==> src/design/osc_regs.svh <==
// Register indices, field positions, codes and reset values of the amplifier
// control bank. Assumes inclusion by bare name from the package and the module.
`ifndef OSC_REGS_SVH
`define OSC_REGS_SVH

// ----------------------------------------------------------------------------
// Register indices; the bus byte address is four times the index.
// ----------------------------------------------------------------------------
`define OSC_IDX_AMP0_A 8'hc0
`define OSC_IDX_AMP0_B 8'hc1
`define OSC_IDX_AMP1_A 8'hc2
`define OSC_IDX_AMP1_B 8'hc3
`define OSC_IDX_SW_WORD 8'hce
`define OSC_IDX_SW_LOW 8'hcf

// ----------------------------------------------------------------------------
// Reset values, all cleared by power-up clear.
// ----------------------------------------------------------------------------
`define OSC_RST_BYTE 8'h00
`define OSC_RST_WORD 16'h0000

// ----------------------------------------------------------------------------
// Field positions of control register a.
// ----------------------------------------------------------------------------
`define OSC_A_INV_HI 7
`define OSC_A_INV_LO 6
`define OSC_A_NONINV_HI 5
`define OSC_A_NONINV_LO 4
`define OSC_A_SLEW_HI 3
`define OSC_A_SLEW_LO 2

// ----------------------------------------------------------------------------
// Field positions of control register b.
// ----------------------------------------------------------------------------
`define OSC_B_FUNC_HI 4
`define OSC_B_FUNC_LO 2
`define OSC_B_CAL 1

// ----------------------------------------------------------------------------
// Field positions of the switch control low byte.
// ----------------------------------------------------------------------------
`define OSC_SW_AMP1_SHUNT 7
`define OSC_SW_GROUND 6
`define OSC_SW_FORCE_A_HI 5
`define OSC_SW_FORCE_A_LO 4
`define OSC_SW_AMP0_SHUNT 3
`define OSC_SW_FORCE_B_HI 1
`define OSC_SW_FORCE_B_LO 0

// ----------------------------------------------------------------------------
// Force field codes and forced selections.
// ----------------------------------------------------------------------------
`define OSC_FORCE_NONE 2'h0
`define OSC_FORCE_INV0 2'h1
`define OSC_FORCE_INV1 2'h2
`define OSC_FORCED_INV0 2'h0
`define OSC_FORCED_INV1 2'h1

// ----------------------------------------------------------------------------
// Function select codes; all other codes are reserved.
// ----------------------------------------------------------------------------
`define OSC_FUNC_GENERAL 3'h0
`define OSC_FUNC_BUFFER 3'h1
`define OSC_FUNC_INVERTING 3'h6

// ----------------------------------------------------------------------------
// Bus answers.
// ----------------------------------------------------------------------------
`define OSC_RESP_OKAY 2'h0
`define OSC_RESP_SLVERR 2'h2

`endif

==> src/design/osc_pkg.sv <==
// Types of the amplifier control bank.
// Assumes the register header sits beside it.
`include "osc_regs.svh"

package osc_pkg;

  // Register selected by a bus address.
  typedef enum logic [2:0] {
    osc_sel_none,
    osc_sel_amp0_a,
    osc_sel_amp0_b,
    osc_sel_amp1_a,
    osc_sel_amp1_b,
    osc_sel_sw_word,
    osc_sel_sw_low
  } osc_sel_type;

  // Whole state of the bank, registered in one process.
  typedef struct packed {
    logic [7:0] amp0_control_a;
    logic [7:0] amp0_control_b;
    logic [7:0] amp1_control_a;
    logic [7:0] amp1_control_b;
    logic [15:0] switch_control_word;
    logic aw_held;
    logic [11:0] aw_addr;
    logic w_held;
    logic [31:0] w_data;
    logic [3:0] w_strb;
    logic awready;
    logic wready;
    logic bvalid;
    logic [1:0] bresp;
    logic arready;
    logic rvalid;
    logic [31:0] rdata;
    logic [1:0] rresp;
    logic [1:0] amp0_inv_sel;
    logic [1:0] amp1_inv_sel;
    logic [1:0] amp0_noninv_sel;
    logic [1:0] amp1_noninv_sel;
    logic [1:0] amp0_slew;
    logic [1:0] amp1_slew;
    logic [2:0] amp0_func;
    logic [2:0] amp1_func;
    logic amp0_cal;
    logic amp1_cal;
    logic amp0_shunt;
    logic amp1_shunt;
    logic ground_sw;
  } osc_state_type;

endpackage

==> src/design/osc_bank.sv <==
// Amplifier control and switch register bank behind an AXI4-Lite slave.
// Assumes one clock, a synchronous active-low reset, and a bus master that
// keeps to AXI4-Lite handshakes with at most one write and one read pending.
//
// What this block does
// - Calibration bit in register b enables calibration.
// - Ground switch bit shorts auxiliary node to ground.
// - Force code 01 gives inverting 00, function 110.
// - Force code 10 gives inverting 01, function 110.
// - Switch word at ce, high byte ce, low cf.
// - Amplifier registers at c0..c3, cleared at reset.
// - Amplifier 1 shunt bit shorts output to feedback.
//
// Register access over AXI4-Lite was chosen for this implementation.
`timescale 1ns/1ps
`include "osc_regs.svh"

module osc_bank (
  input wire logic aclk, // Bank clock, 25 MHz.
  input wire logic aresetn, // Synchronous reset, active low.
  input wire logic clk_en, // Freezes all state while low; reset still clears it.
  input wire logic [11:0] s_axi_awaddr, // Write address.
  input wire logic s_axi_awvalid, // Write address valid.
  output logic s_axi_awready, // Write address ready.
  input wire logic [31:0] s_axi_wdata, // Write data.
  input wire logic [3:0] s_axi_wstrb, // Write byte strobes.
  input wire logic s_axi_wvalid, // Write data valid.
  output logic s_axi_wready, // Write data ready.
  output logic [1:0] s_axi_bresp, // Write response.
  output logic s_axi_bvalid, // Write response valid.
  input wire logic s_axi_bready, // Write response ready.
  input wire logic [11:0] s_axi_araddr, // Read address.
  input wire logic s_axi_arvalid, // Read address valid.
  output logic s_axi_arready, // Read address ready.
  output logic [31:0] s_axi_rdata, // Read data.
  output logic [1:0] s_axi_rresp, // Read response.
  output logic s_axi_rvalid, // Read data valid.
  input wire logic s_axi_rready, // Read data ready.
  output logic [1:0] amp0_inv_sel, // Effective inverting input select, amp 0.
  output logic [1:0] amp1_inv_sel, // Effective inverting input select, amp 1.
  output logic [1:0] amp0_noninv_sel, // Non-inverting input select, amp 0.
  output logic [1:0] amp1_noninv_sel, // Non-inverting input select, amp 1.
  output logic [1:0] amp0_slew, // Slew and power select, amp 0.
  output logic [1:0] amp1_slew, // Slew and power select, amp 1.
  output logic [2:0] amp0_func, // Effective function select, amp 0.
  output logic [2:0] amp1_func, // Effective function select, amp 1.
  output logic amp0_cal, // Offset calibration enable, amp 0.
  output logic amp1_cal, // Offset calibration enable, amp 1.
  output logic amp0_shunt, // Amp 0 output shorted to feedback.
  output logic amp1_shunt, // Amp 1 output shorted to feedback.
  output logic ground_sw // Auxiliary switch node shorted to ground.
);

  // --------------------------------------------------------------------------
  // Address decoding
  // --------------------------------------------------------------------------

  // Maps a byte address to a register; only aligned words decode.
  function automatic osc_pkg::osc_sel_type decode_addr(input logic [11:0] addr);
    logic [9:0] idx;
    idx = addr[11:2];
    decode_addr = osc_pkg::osc_sel_none;
    if (addr[1:0] == 2'h0) begin
      if (idx == {2'h0, `OSC_IDX_AMP0_A}) decode_addr = osc_pkg::osc_sel_amp0_a;
      if (idx == {2'h0, `OSC_IDX_AMP0_B}) decode_addr = osc_pkg::osc_sel_amp0_b;
      if (idx == {2'h0, `OSC_IDX_AMP1_A}) decode_addr = osc_pkg::osc_sel_amp1_a;
      if (idx == {2'h0, `OSC_IDX_AMP1_B}) decode_addr = osc_pkg::osc_sel_amp1_b;
      if (idx == {2'h0, `OSC_IDX_SW_WORD}) decode_addr = osc_pkg::osc_sel_sw_word;
      if (idx == {2'h0, `OSC_IDX_SW_LOW}) decode_addr = osc_pkg::osc_sel_sw_low;
    end
  endfunction

  // Applies a force code to an inverting select and a function select.
  function automatic logic [4:0] apply_force(input logic [1:0] force_code,
                                             input logic [1:0] inv,
                                             input logic [2:0] func);
    apply_force = {inv, func};
    if (force_code == `OSC_FORCE_INV0) begin
      apply_force = {`OSC_FORCED_INV0, `OSC_FUNC_INVERTING};
    end else if (force_code == `OSC_FORCE_INV1) begin
      apply_force = {`OSC_FORCED_INV1, `OSC_FUNC_INVERTING};
    end
  endfunction

  // Merges an 8-bit write through byte lane 0.
  function automatic logic [7:0] merge_byte(input logic [7:0] old,
                                            input logic [31:0] data,
                                            input logic [3:0] strb);
    merge_byte = strb[0] ? data[7:0] : old;
  endfunction

  // --------------------------------------------------------------------------
  // State
  // --------------------------------------------------------------------------
  osc_pkg::osc_state_type state;
  osc_pkg::osc_state_type next_state;

  // Computes the next state: bus handshakes, register writes, reads, outputs.
  always_comb begin
    osc_pkg::osc_sel_type wsel;
    osc_pkg::osc_sel_type rsel;
    logic [7:0] sw_low;
    logic [4:0] eff0;
    logic [4:0] eff1;
    wsel = osc_pkg::osc_sel_none;
    rsel = osc_pkg::osc_sel_none;
    sw_low = 8'h00;
    eff0 = 5'h00;
    eff1 = 5'h00;
    next_state = state;

    // Capture write address and data independently, in either order.
    if (s_axi_awvalid && state.awready) begin
      next_state.aw_held = 1'b1;
      next_state.aw_addr = s_axi_awaddr;
    end
    if (s_axi_wvalid && state.wready) begin
      next_state.w_held = 1'b1;
      next_state.w_data = s_axi_wdata;
      next_state.w_strb = s_axi_wstrb;
    end

    // Retire the write response.
    if (state.bvalid && s_axi_bready) begin
      next_state.bvalid = 1'b0;
    end

    // Perform the write once both halves are held.
    if (state.aw_held && state.w_held && !state.bvalid) begin
      wsel = decode_addr(state.aw_addr);
      next_state.aw_held = 1'b0;
      next_state.w_held = 1'b0;
      next_state.bvalid = 1'b1;
      next_state.bresp = `OSC_RESP_OKAY;
      unique case (wsel)
        osc_pkg::osc_sel_amp0_a: begin
          next_state.amp0_control_a = merge_byte(state.amp0_control_a, state.w_data,
                                                 state.w_strb);
        end
        osc_pkg::osc_sel_amp0_b: begin
          next_state.amp0_control_b = merge_byte(state.amp0_control_b, state.w_data,
                                                 state.w_strb);
        end
        osc_pkg::osc_sel_amp1_a: begin
          next_state.amp1_control_a = merge_byte(state.amp1_control_a, state.w_data,
                                                 state.w_strb);
        end
        osc_pkg::osc_sel_amp1_b: begin
          next_state.amp1_control_b = merge_byte(state.amp1_control_b, state.w_data,
                                                 state.w_strb);
        end
        osc_pkg::osc_sel_sw_word: begin
          // Lane 0 writes the low byte, lane 1 the high byte.
          next_state.switch_control_word[7:0] = merge_byte(state.switch_control_word[7:0],
                                                           state.w_data, state.w_strb);
          if (state.w_strb[1]) begin
            next_state.switch_control_word[15:8] = state.w_data[15:8];
          end
        end
        osc_pkg::osc_sel_sw_low: begin
          next_state.switch_control_word[7:0] = merge_byte(state.switch_control_word[7:0],
                                                           state.w_data, state.w_strb);
        end
        osc_pkg::osc_sel_none: begin
          next_state.bresp = `OSC_RESP_SLVERR;
        end
      endcase
    end

    // Accept a read when no read data is pending; answer the next cycle.
    if (state.rvalid && s_axi_rready) begin
      next_state.rvalid = 1'b0;
    end
    if (s_axi_arvalid && state.arready) begin
      rsel = decode_addr(s_axi_araddr);
      next_state.rvalid = 1'b1;
      next_state.rresp = `OSC_RESP_OKAY;
      next_state.rdata = 32'h0000_0000;
      unique case (rsel)
        osc_pkg::osc_sel_amp0_a: next_state.rdata[7:0] = state.amp0_control_a;
        osc_pkg::osc_sel_amp0_b: next_state.rdata[7:0] = state.amp0_control_b;
        osc_pkg::osc_sel_amp1_a: next_state.rdata[7:0] = state.amp1_control_a;
        osc_pkg::osc_sel_amp1_b: next_state.rdata[7:0] = state.amp1_control_b;
        osc_pkg::osc_sel_sw_word: next_state.rdata[15:0] = state.switch_control_word;
        osc_pkg::osc_sel_sw_low: next_state.rdata[7:0] = state.switch_control_word[7:0];
        osc_pkg::osc_sel_none: next_state.rresp = `OSC_RESP_SLVERR;
      endcase
    end

    // Ready flags follow from what is held after this edge.
    next_state.awready = !next_state.aw_held;
    next_state.wready = !next_state.w_held;
    next_state.arready = !next_state.rvalid;

    // Analog controls from the registers as they stand after this edge.
    sw_low = next_state.switch_control_word[7:0];
    eff0 = apply_force(sw_low[`OSC_SW_FORCE_B_HI:`OSC_SW_FORCE_B_LO],
                       next_state.amp0_control_a[`OSC_A_INV_HI:`OSC_A_INV_LO],
                       next_state.amp0_control_b[`OSC_B_FUNC_HI:`OSC_B_FUNC_LO]);
    eff1 = apply_force(sw_low[`OSC_SW_FORCE_A_HI:`OSC_SW_FORCE_A_LO],
                       next_state.amp1_control_a[`OSC_A_INV_HI:`OSC_A_INV_LO],
                       next_state.amp1_control_b[`OSC_B_FUNC_HI:`OSC_B_FUNC_LO]);
    next_state.amp0_inv_sel = eff0[4:3];
    next_state.amp0_func = eff0[2:0];
    next_state.amp1_inv_sel = eff1[4:3];
    next_state.amp1_func = eff1[2:0];
    next_state.amp0_noninv_sel = next_state.amp0_control_a[`OSC_A_NONINV_HI:`OSC_A_NONINV_LO];
    next_state.amp1_noninv_sel = next_state.amp1_control_a[`OSC_A_NONINV_HI:`OSC_A_NONINV_LO];
    next_state.amp0_slew = next_state.amp0_control_a[`OSC_A_SLEW_HI:`OSC_A_SLEW_LO];
    next_state.amp1_slew = next_state.amp1_control_a[`OSC_A_SLEW_HI:`OSC_A_SLEW_LO];
    next_state.amp0_cal = next_state.amp0_control_b[`OSC_B_CAL];
    next_state.amp1_cal = next_state.amp1_control_b[`OSC_B_CAL];
    next_state.amp0_shunt = sw_low[`OSC_SW_AMP0_SHUNT];
    next_state.amp1_shunt = sw_low[`OSC_SW_AMP1_SHUNT];
    next_state.ground_sw = sw_low[`OSC_SW_GROUND];
  end

  // Registers the state; reset clears every register as power-up clear does, except the three ready flags, which it sets.
  always_ff @(posedge aclk) begin
    if (!aresetn) begin
      state <= '0;
      state.amp0_control_a <= `OSC_RST_BYTE;
      state.amp0_control_b <= `OSC_RST_BYTE;
      state.amp1_control_a <= `OSC_RST_BYTE;
      state.amp1_control_b <= `OSC_RST_BYTE;
      state.switch_control_word <= `OSC_RST_WORD;
      state.awready <= 1'b1;
      state.wready <= 1'b1;
      state.arready <= 1'b1;
    end else if (clk_en) begin
      state <= next_state;
    end
  end

  // --------------------------------------------------------------------------
  // Outputs, each straight from a flip-flop
  // --------------------------------------------------------------------------
  assign s_axi_awready = state.awready;
  assign s_axi_wready = state.wready;
  assign s_axi_bvalid = state.bvalid;
  assign s_axi_bresp = state.bresp;
  assign s_axi_arready = state.arready;
  assign s_axi_rvalid = state.rvalid;
  assign s_axi_rdata = state.rdata;
  assign s_axi_rresp = state.rresp;
  assign amp0_inv_sel = state.amp0_inv_sel;
  assign amp1_inv_sel = state.amp1_inv_sel;
  assign amp0_noninv_sel = state.amp0_noninv_sel;
  assign amp1_noninv_sel = state.amp1_noninv_sel;
  assign amp0_slew = state.amp0_slew;
  assign amp1_slew = state.amp1_slew;
  assign amp0_func = state.amp0_func;
  assign amp1_func = state.amp1_func;
  assign amp0_cal = state.amp0_cal;
  assign amp1_cal = state.amp1_cal;
  assign amp0_shunt = state.amp0_shunt;
  assign amp1_shunt = state.amp1_shunt;
  assign ground_sw = state.ground_sw;

endmodule

==> config.mk <==
export PLATFORM = sky130hd
export DESIGN_NAME = osc_bank
export DESIGN_NICKNAME = d
export VERILOG_FILES = /design/src/design/osc_pkg.sv /design/src/design/osc_bank.sv
export VERILOG_INCLUDE_DIRS = /design/src /design/src/design
export SDC_FILE = /design/constraint.sdc
export NUM_CORES = 1
export LEC_CHECK = 0
export BUFFER_PORTS_ARGS = -buffer_cell sky130_fd_sc_hd__buf_2
export CAP_MARGIN = 20
export CORE_ASPECT_RATIO = 0.9
export CORE_MARGIN = 2
export CORE_UTILIZATION = 40
export CTS_BUF_LIST = sky130_fd_sc_hd__clkbuf_16
export CTS_CLUSTER_DIAMETER = 120
export CTS_CLUSTER_SIZE = 8
export DETAILED_ROUTE_END_ITERATION = 16
export RECOVER_POWER = 100
export SYNTH_ARGS = -nofsm -noshare
export SYNTH_HDL_FRONTEND = slang
export SYNTH_SLANG_ARGS = --single-unit
export TNS_END_PERCENT = 100
==> constraint.sdc <==
create_clock -name aclk -period 2.4 [get_ports aclk]
set_input_delay 0.48 -clock aclk [delete_from_list [all_inputs] [get_ports aclk]]
set_output_delay 0.48 -clock aclk [all_outputs]
set_load 0.05 [all_outputs]
# Word level (Yosys, flattened, before mapping)
# Index checks and enable logic that the tools add are counted.
[classes]
add_sub_neg = 0
multipliers = 0
div_mod_pow = 0
magnitude_cmp = 0
n_eq_ne = 28
n_shift = 0
mux = 44
bitwise_logic = 0
n_reduce_logical = 29
[op_table]
columns = ["op", "count"]
rows = [
  ["$eq A10 B8 Y1 const B", 12],
  ["$mux W8", 13],
  ["$mux W49", 1],
  ["$mux W3", 15],
  ["$pmux W8 S5", 1],
  ["$mux W37", 1],
  ["$mux W35", 1],
  ["$reduce_and A4 Y1", 6],
  ["$mux W5", 4],
  ["$eq A3 B3 Y1 const B", 6],
  ["$mux W13", 1],
  ["$eq A3 B2 Y1 const B", 4],
  ["$reduce_and A2 Y1", 5],
  ["$logic_and A1 B1 Y1", 7],
  ["$eq A3 B1 Y1 const B", 2],
  ["$logic_not A3 Y1", 2],
  ["$mux W1", 5],
  ["$eq A2 B1 Y1 const B", 2],
  ["$eq A2 B2 Y1 const B", 2],
  ["$logic_not A1 Y1", 4],
  ["$logic_not A2 Y1", 2],
  ["$mux W2", 2],
  ["$reduce_or A2 Y1", 2],
  ["$reduce_bool A2 Y1", 1],
]
[totals]
register_bits = 146
latch_bits = 0
ram_bits = 0
rom_bits = 0
input_bits = 68
out_inout_bits = 64
wordCells = 138
n_memories = 0

# Depth between registers and ports, before layout
[logic_depth]
word_depth = 16
mapped_depth = 7
depth_no_buf = 5

# Least setup slack after synthesis
# No wires, ideal clock.
[synth_timing]
path_type = "flip-flop to flip-flop"
start = "reg state (netlist bit s_axi_bvalid)"
end = "reg state (netlist bit amp0_inv_sel[0])"
setup_ns = 0.066
t_arrival_ns = 1.970
required_time_ns = 2.334
path_slack_ns = 0.364
path_stages_with_launch = 7
path_buffers = 1
synth_period_minus_slack_ns = 2.036
cell_sequence = "dfxtp_1 > and4b_1 > clkbuf_1 > nand4_4 > mux2_4 > maj3_2 > a21oi_2"
[synth_via]
elab_chain_len = 6
elab_cells_between_ends = 7
cone_classes = "2 x eq/ne; 3 x mux; 2 x reduce/logical"
[synth_lines]
columns = ["element", "line_no", "text"]
rows = [
  ["start, declared", "osc_bank.sv:95", "osc_pkg::osc_state_type state;"],
  ["start signal, assigned", "osc_bank.sv:231", "state <= next_state;"],
  ["$logic_not A1 Y1 *", "osc_bank.sv:129", "if (state.aw_held && state.w_held && !state.bvalid) begin"],
  ["$logic_and A1 B1 Y1 *", "osc_bank.sv:129", ""],
  ["$mux W49 *", "osc_bank.sv:129", ""],
  ["$eq A2 B2 Y1 (no line)", "--", ""],
  ["$mux W5", "osc_bank.sv:80", "end else if (force_code == `OSC_FORCE_INV1) begin"],
  ["$mux W5 *", "osc_bank.sv:78", "if (force_code == `OSC_FORCE_INV0) begin"],
]
# Every way passes the cells marked *; elsewhere a longest branch is shown, timed or not.
# A chain may end at the register's enable or synchronous reset.

# Worst setup path after layout
[layout_timing]
start = "reg state[101] (netlist bit)"
end = "reg state[121] (netlist bit)"
[layout_via]
elab_chain_len = 7
elab_cells_between_ends = 8
cone_classes = "2 x eq/ne; 4 x mux; 2 x reduce/logical"
[layout_lines]
columns = ["element", "line_no", "text"]
rows = [
  ["$logic_not A2 Y1 *", "osc_bank.sv:63", "if (addr[1:0] == 2'h0) begin"],
  ["$mux W3 *", "osc_bank.sv:63", ""],
  ["$mux W3 *", "osc_bank.sv:129", ""],
  ["$eq A3 B3 Y1", "osc_bank.sv:135", "unique case (wsel)"],
  ["$reduce_or A2 Y1 (no line) *", "--", ""],
  ["$mux W8 *", "--", ""],
  ["$mux W49 *", "osc_bank.sv:129", ""],
]
# Every way passes the cells marked *; elsewhere a longest branch is shown, timed or not. The select of a mux whose other input is x is not followed.

==> impl_metrics.ini <==
[timing]
hold_slack_ns = 0.3091
drv_slew = 0
finalCritPeriodShare_pct = 86.12
rsz0062_at_grt = no
finalSetupTns_ns = 0
hold_violations = 0
slew_headroom_pct = 37.88
worst_pin_slew_ns = 0.9318
fmax_ghz = 0.4838
clock_skew_ns = 0.005077
fin_crit_ns = 2.067
setup_viol = 0

[setup_path]
worstPathMaxFanout = 9
reg2reg_depth = 7
cp.required_ns = 2.74
cp-end-kind = register
startpoint_type = register
cp.arrival_ns = 2.40
r2r-start = state[101]$_SDFFE_PN0P_
r2r_slack_ns = 0.33
critPathKind = register to register
worst_r2r_endpoint = state[121]$_SDFFE_PN0P_

[synth]
ys.flop_type = dfxtp_1
ys_seq_area_share_pct = 41.15
synth.avg_cell_area_um2 = 9.087
synthArstFlopShare_pct = 0
synth-edff-count = 0
syn_inst = 605
yosys_warnings = 0
syn-cell-area_um2 = 5498
ys_ff_latch = 113
synth.distinct_cells = 48

[finish]
post-route-util_pct = 47.90
area_growth_pct = 16.86
multi_input_area_um2 = 2736
ff_latch_area_um2 = 2262
final_cell_mix = 113 x dfxtp_1, 90 x nand2_1, 52 x clkbuf_1
layout_commonest_cell = dfxtp_1
nFillCells = 1298
fin_area_um2 = 6425
fin_nets = 733
diodes = 0
drive_above_1_share_pct = 18.44

[hold_path]
min_path_type = input pin to register
whs_path_depth = 3
hold_start = s_axi_awaddr[6]
holdPathEnd = state[107]$_SDFFE_PN0P_

[pwr]
leakage_nw = 2.415
power_density_nw_per_um2 = 808.3
max-vdd-ir-drop_v = 0.0005149

[clock_tree]
clock_latency_ns = 0.41
cts_resized = 0
cts.clk_slew.worst_paths_ns = 0.05
cts_buffers = 17
cts_max_level = 4
cts-root-buf = clkbuf_16
postCtsHoldBufs = 0
clockBufferDepth = 2
cts.sinks = 113
post_cts_buffers = 0
cts_tree = built

[die]
io_pins = 132
rows = 40
dieArea_um2 = 14700
core_area_um2 = 13410
start_util_pct = 40.99
die_h_um = 115.2
fp.dieW_um = 127.6

[grt]
grt_max_degree = 113
overflow = 0
antenna_found_initial = 0
grt_pass1_vias = 4115
grt_pass1_wl_mm = 21.12
grt_usage_pct = 18.63

[placement]
io_buffers = 95
gp_congestion = 0.8203
dpl.hpwl_mm = 9.232
dpl-instance-area_um2 = 5856

[drt]
dr.first_iter.drc_count = 200
wirelength_mm = 13.17
drt_first_pass_iters = 4
num_vias = 4262
drt-vias-per-instance = 5.038
wl_per_cell_um = 15.56
drc = 0
antenna_violating_nets_post_route = 0

[run]
max_cap_viol_count = 0

[status]
status = finished clean
flip-flops by register name, indices dropped and copies added, names as in the netlist:
name	flops
amp0_inv_sel	2
amp1_func	3
s_axi_rvalid	1
amp0_func	3
s_axi_arready	1
s_axi_rresp	1
s_axi_awready	1
state	80
s_axi_rdata	16
amp1_inv_sel	2
s_axi_wready	1
s_axi_bresp	1
s_axi_bvalid	1
Yosys cell counts, drive strengths merged (4+ instances only):
library cell | number | area share [%]
a211oi | 9 | 1.2
a21boi | 50 | 6.8
a21oi | 7 | 0.77
a22oi | 16 | 2.2
a31oi | 5 | 0.57
and3 | 4 | 0.46
buf | 58 | 7.8
clkbuf | 32 | 2.2
dfxtp | 113 | 41
mux2 | 21 | 4.4
mux2i | 41 | 7.5
nand2 | 90 | 6.1
nand3 | 7 | 0.64
nand4 | 9 | 1.4
nor2 | 32 | 2.3
nor2b | 41 | 4.7
nor3b | 11 | 1.6
nor4 | 4 | 0.84
nor4b | 4 | 1.2
o21ai | 25 | 2.3
xor2 | 4 | 0.64
kinds of logic (layout without fill, tap and decap cells):
group           count (synthesis)  after routing  synth area share, %
compound gates                117            117                14.63
simple gates                  214            214                21.12
xor+xnor                        4              4               0.6372
flops                         113            113                41.15
other cells                     1             18              0.06821
buf+inv                        92            148                10.08
mux                            62             62                11.90
fa+ha+maj                       2              2               0.4096
metal layers:
layer	vias up	track usage, %	wire length (µm)
met2	111	29.02	5772
li1	2142	-	-
met4	0	7.106	199
met3	18	5.351	654
met5	-	0	0
met1	1991	24.65	6538
where the power goes:
part	internal (mW)	switching, mW	leakage, nW	total [mW]
Sequential	1.93	0.0525	0.918	1.98
Clock	1.85	0.935	0.313	2.79
Combinational	0.131	0.293	1.18	0.424
Total	3.91	1.28	2.41	5.19
final cells by class:
cell class	count	share of cell area, %
repair buffers	114	8.608
multi-input cells	417	42.59
clock buffers	17	6.621
well taps	168	3.272
clock inverters	15	3.583
inverters	2	0.1168
flip-flops and latches	113	35.21
critical path, cell delays in order (launching register included):
cell and delay [ns]:
dfxtp_1 0.34, nor4b_4 0.28, buf_4 0.21, nand4_1 0.24, clkbuf_1 0.29, nor2_1 0.36
nand2_1 0.10, a21boi_0 0.18
worst max path at each step:
stage	start	end	cells past startpoint
after global routing	state[101]$_SDFFE_PN0P_	state[121]$_SDFFE_PN0P_	7
final	state[101]$_SDFFE_PN0P_	state[121]$_SDFFE_PN0P_	7
after global placement	s_axi_araddr[7]	s_axi_rdata[6]$_SDFFE_PN0P_	7
after detailed placement	s_axi_araddr[7]	s_axi_rdata[6]$_SDFFE_PN0P_	7
after floorplan	s_axi_bvalid$_SDFFE_PN0P_	amp0_inv_sel[0]$_SDFFE_PN0P_	6
after CTS	state[104]$_SDFFE_PN0P_	amp0_inv_sel[0]$_SDFFE_PN0P_	5
through the flow:
step | worst slack [ns] | power, mW | std cells
2_1_floorplan | 0.3640 | 2.367 | 622
3_3_place_gp | 0.3477 | 2.447 | 814
3_5_place_dp | 0.2619 | 2.456 | 814
4_1_cts | 0.4567 | 5.245 | 846
5_1_grt | 0.1517 | 5.382 | 846
6_report | 0.3331 | 5.194 | 846
Note: power is estimated with default switching activity, not from simulation.
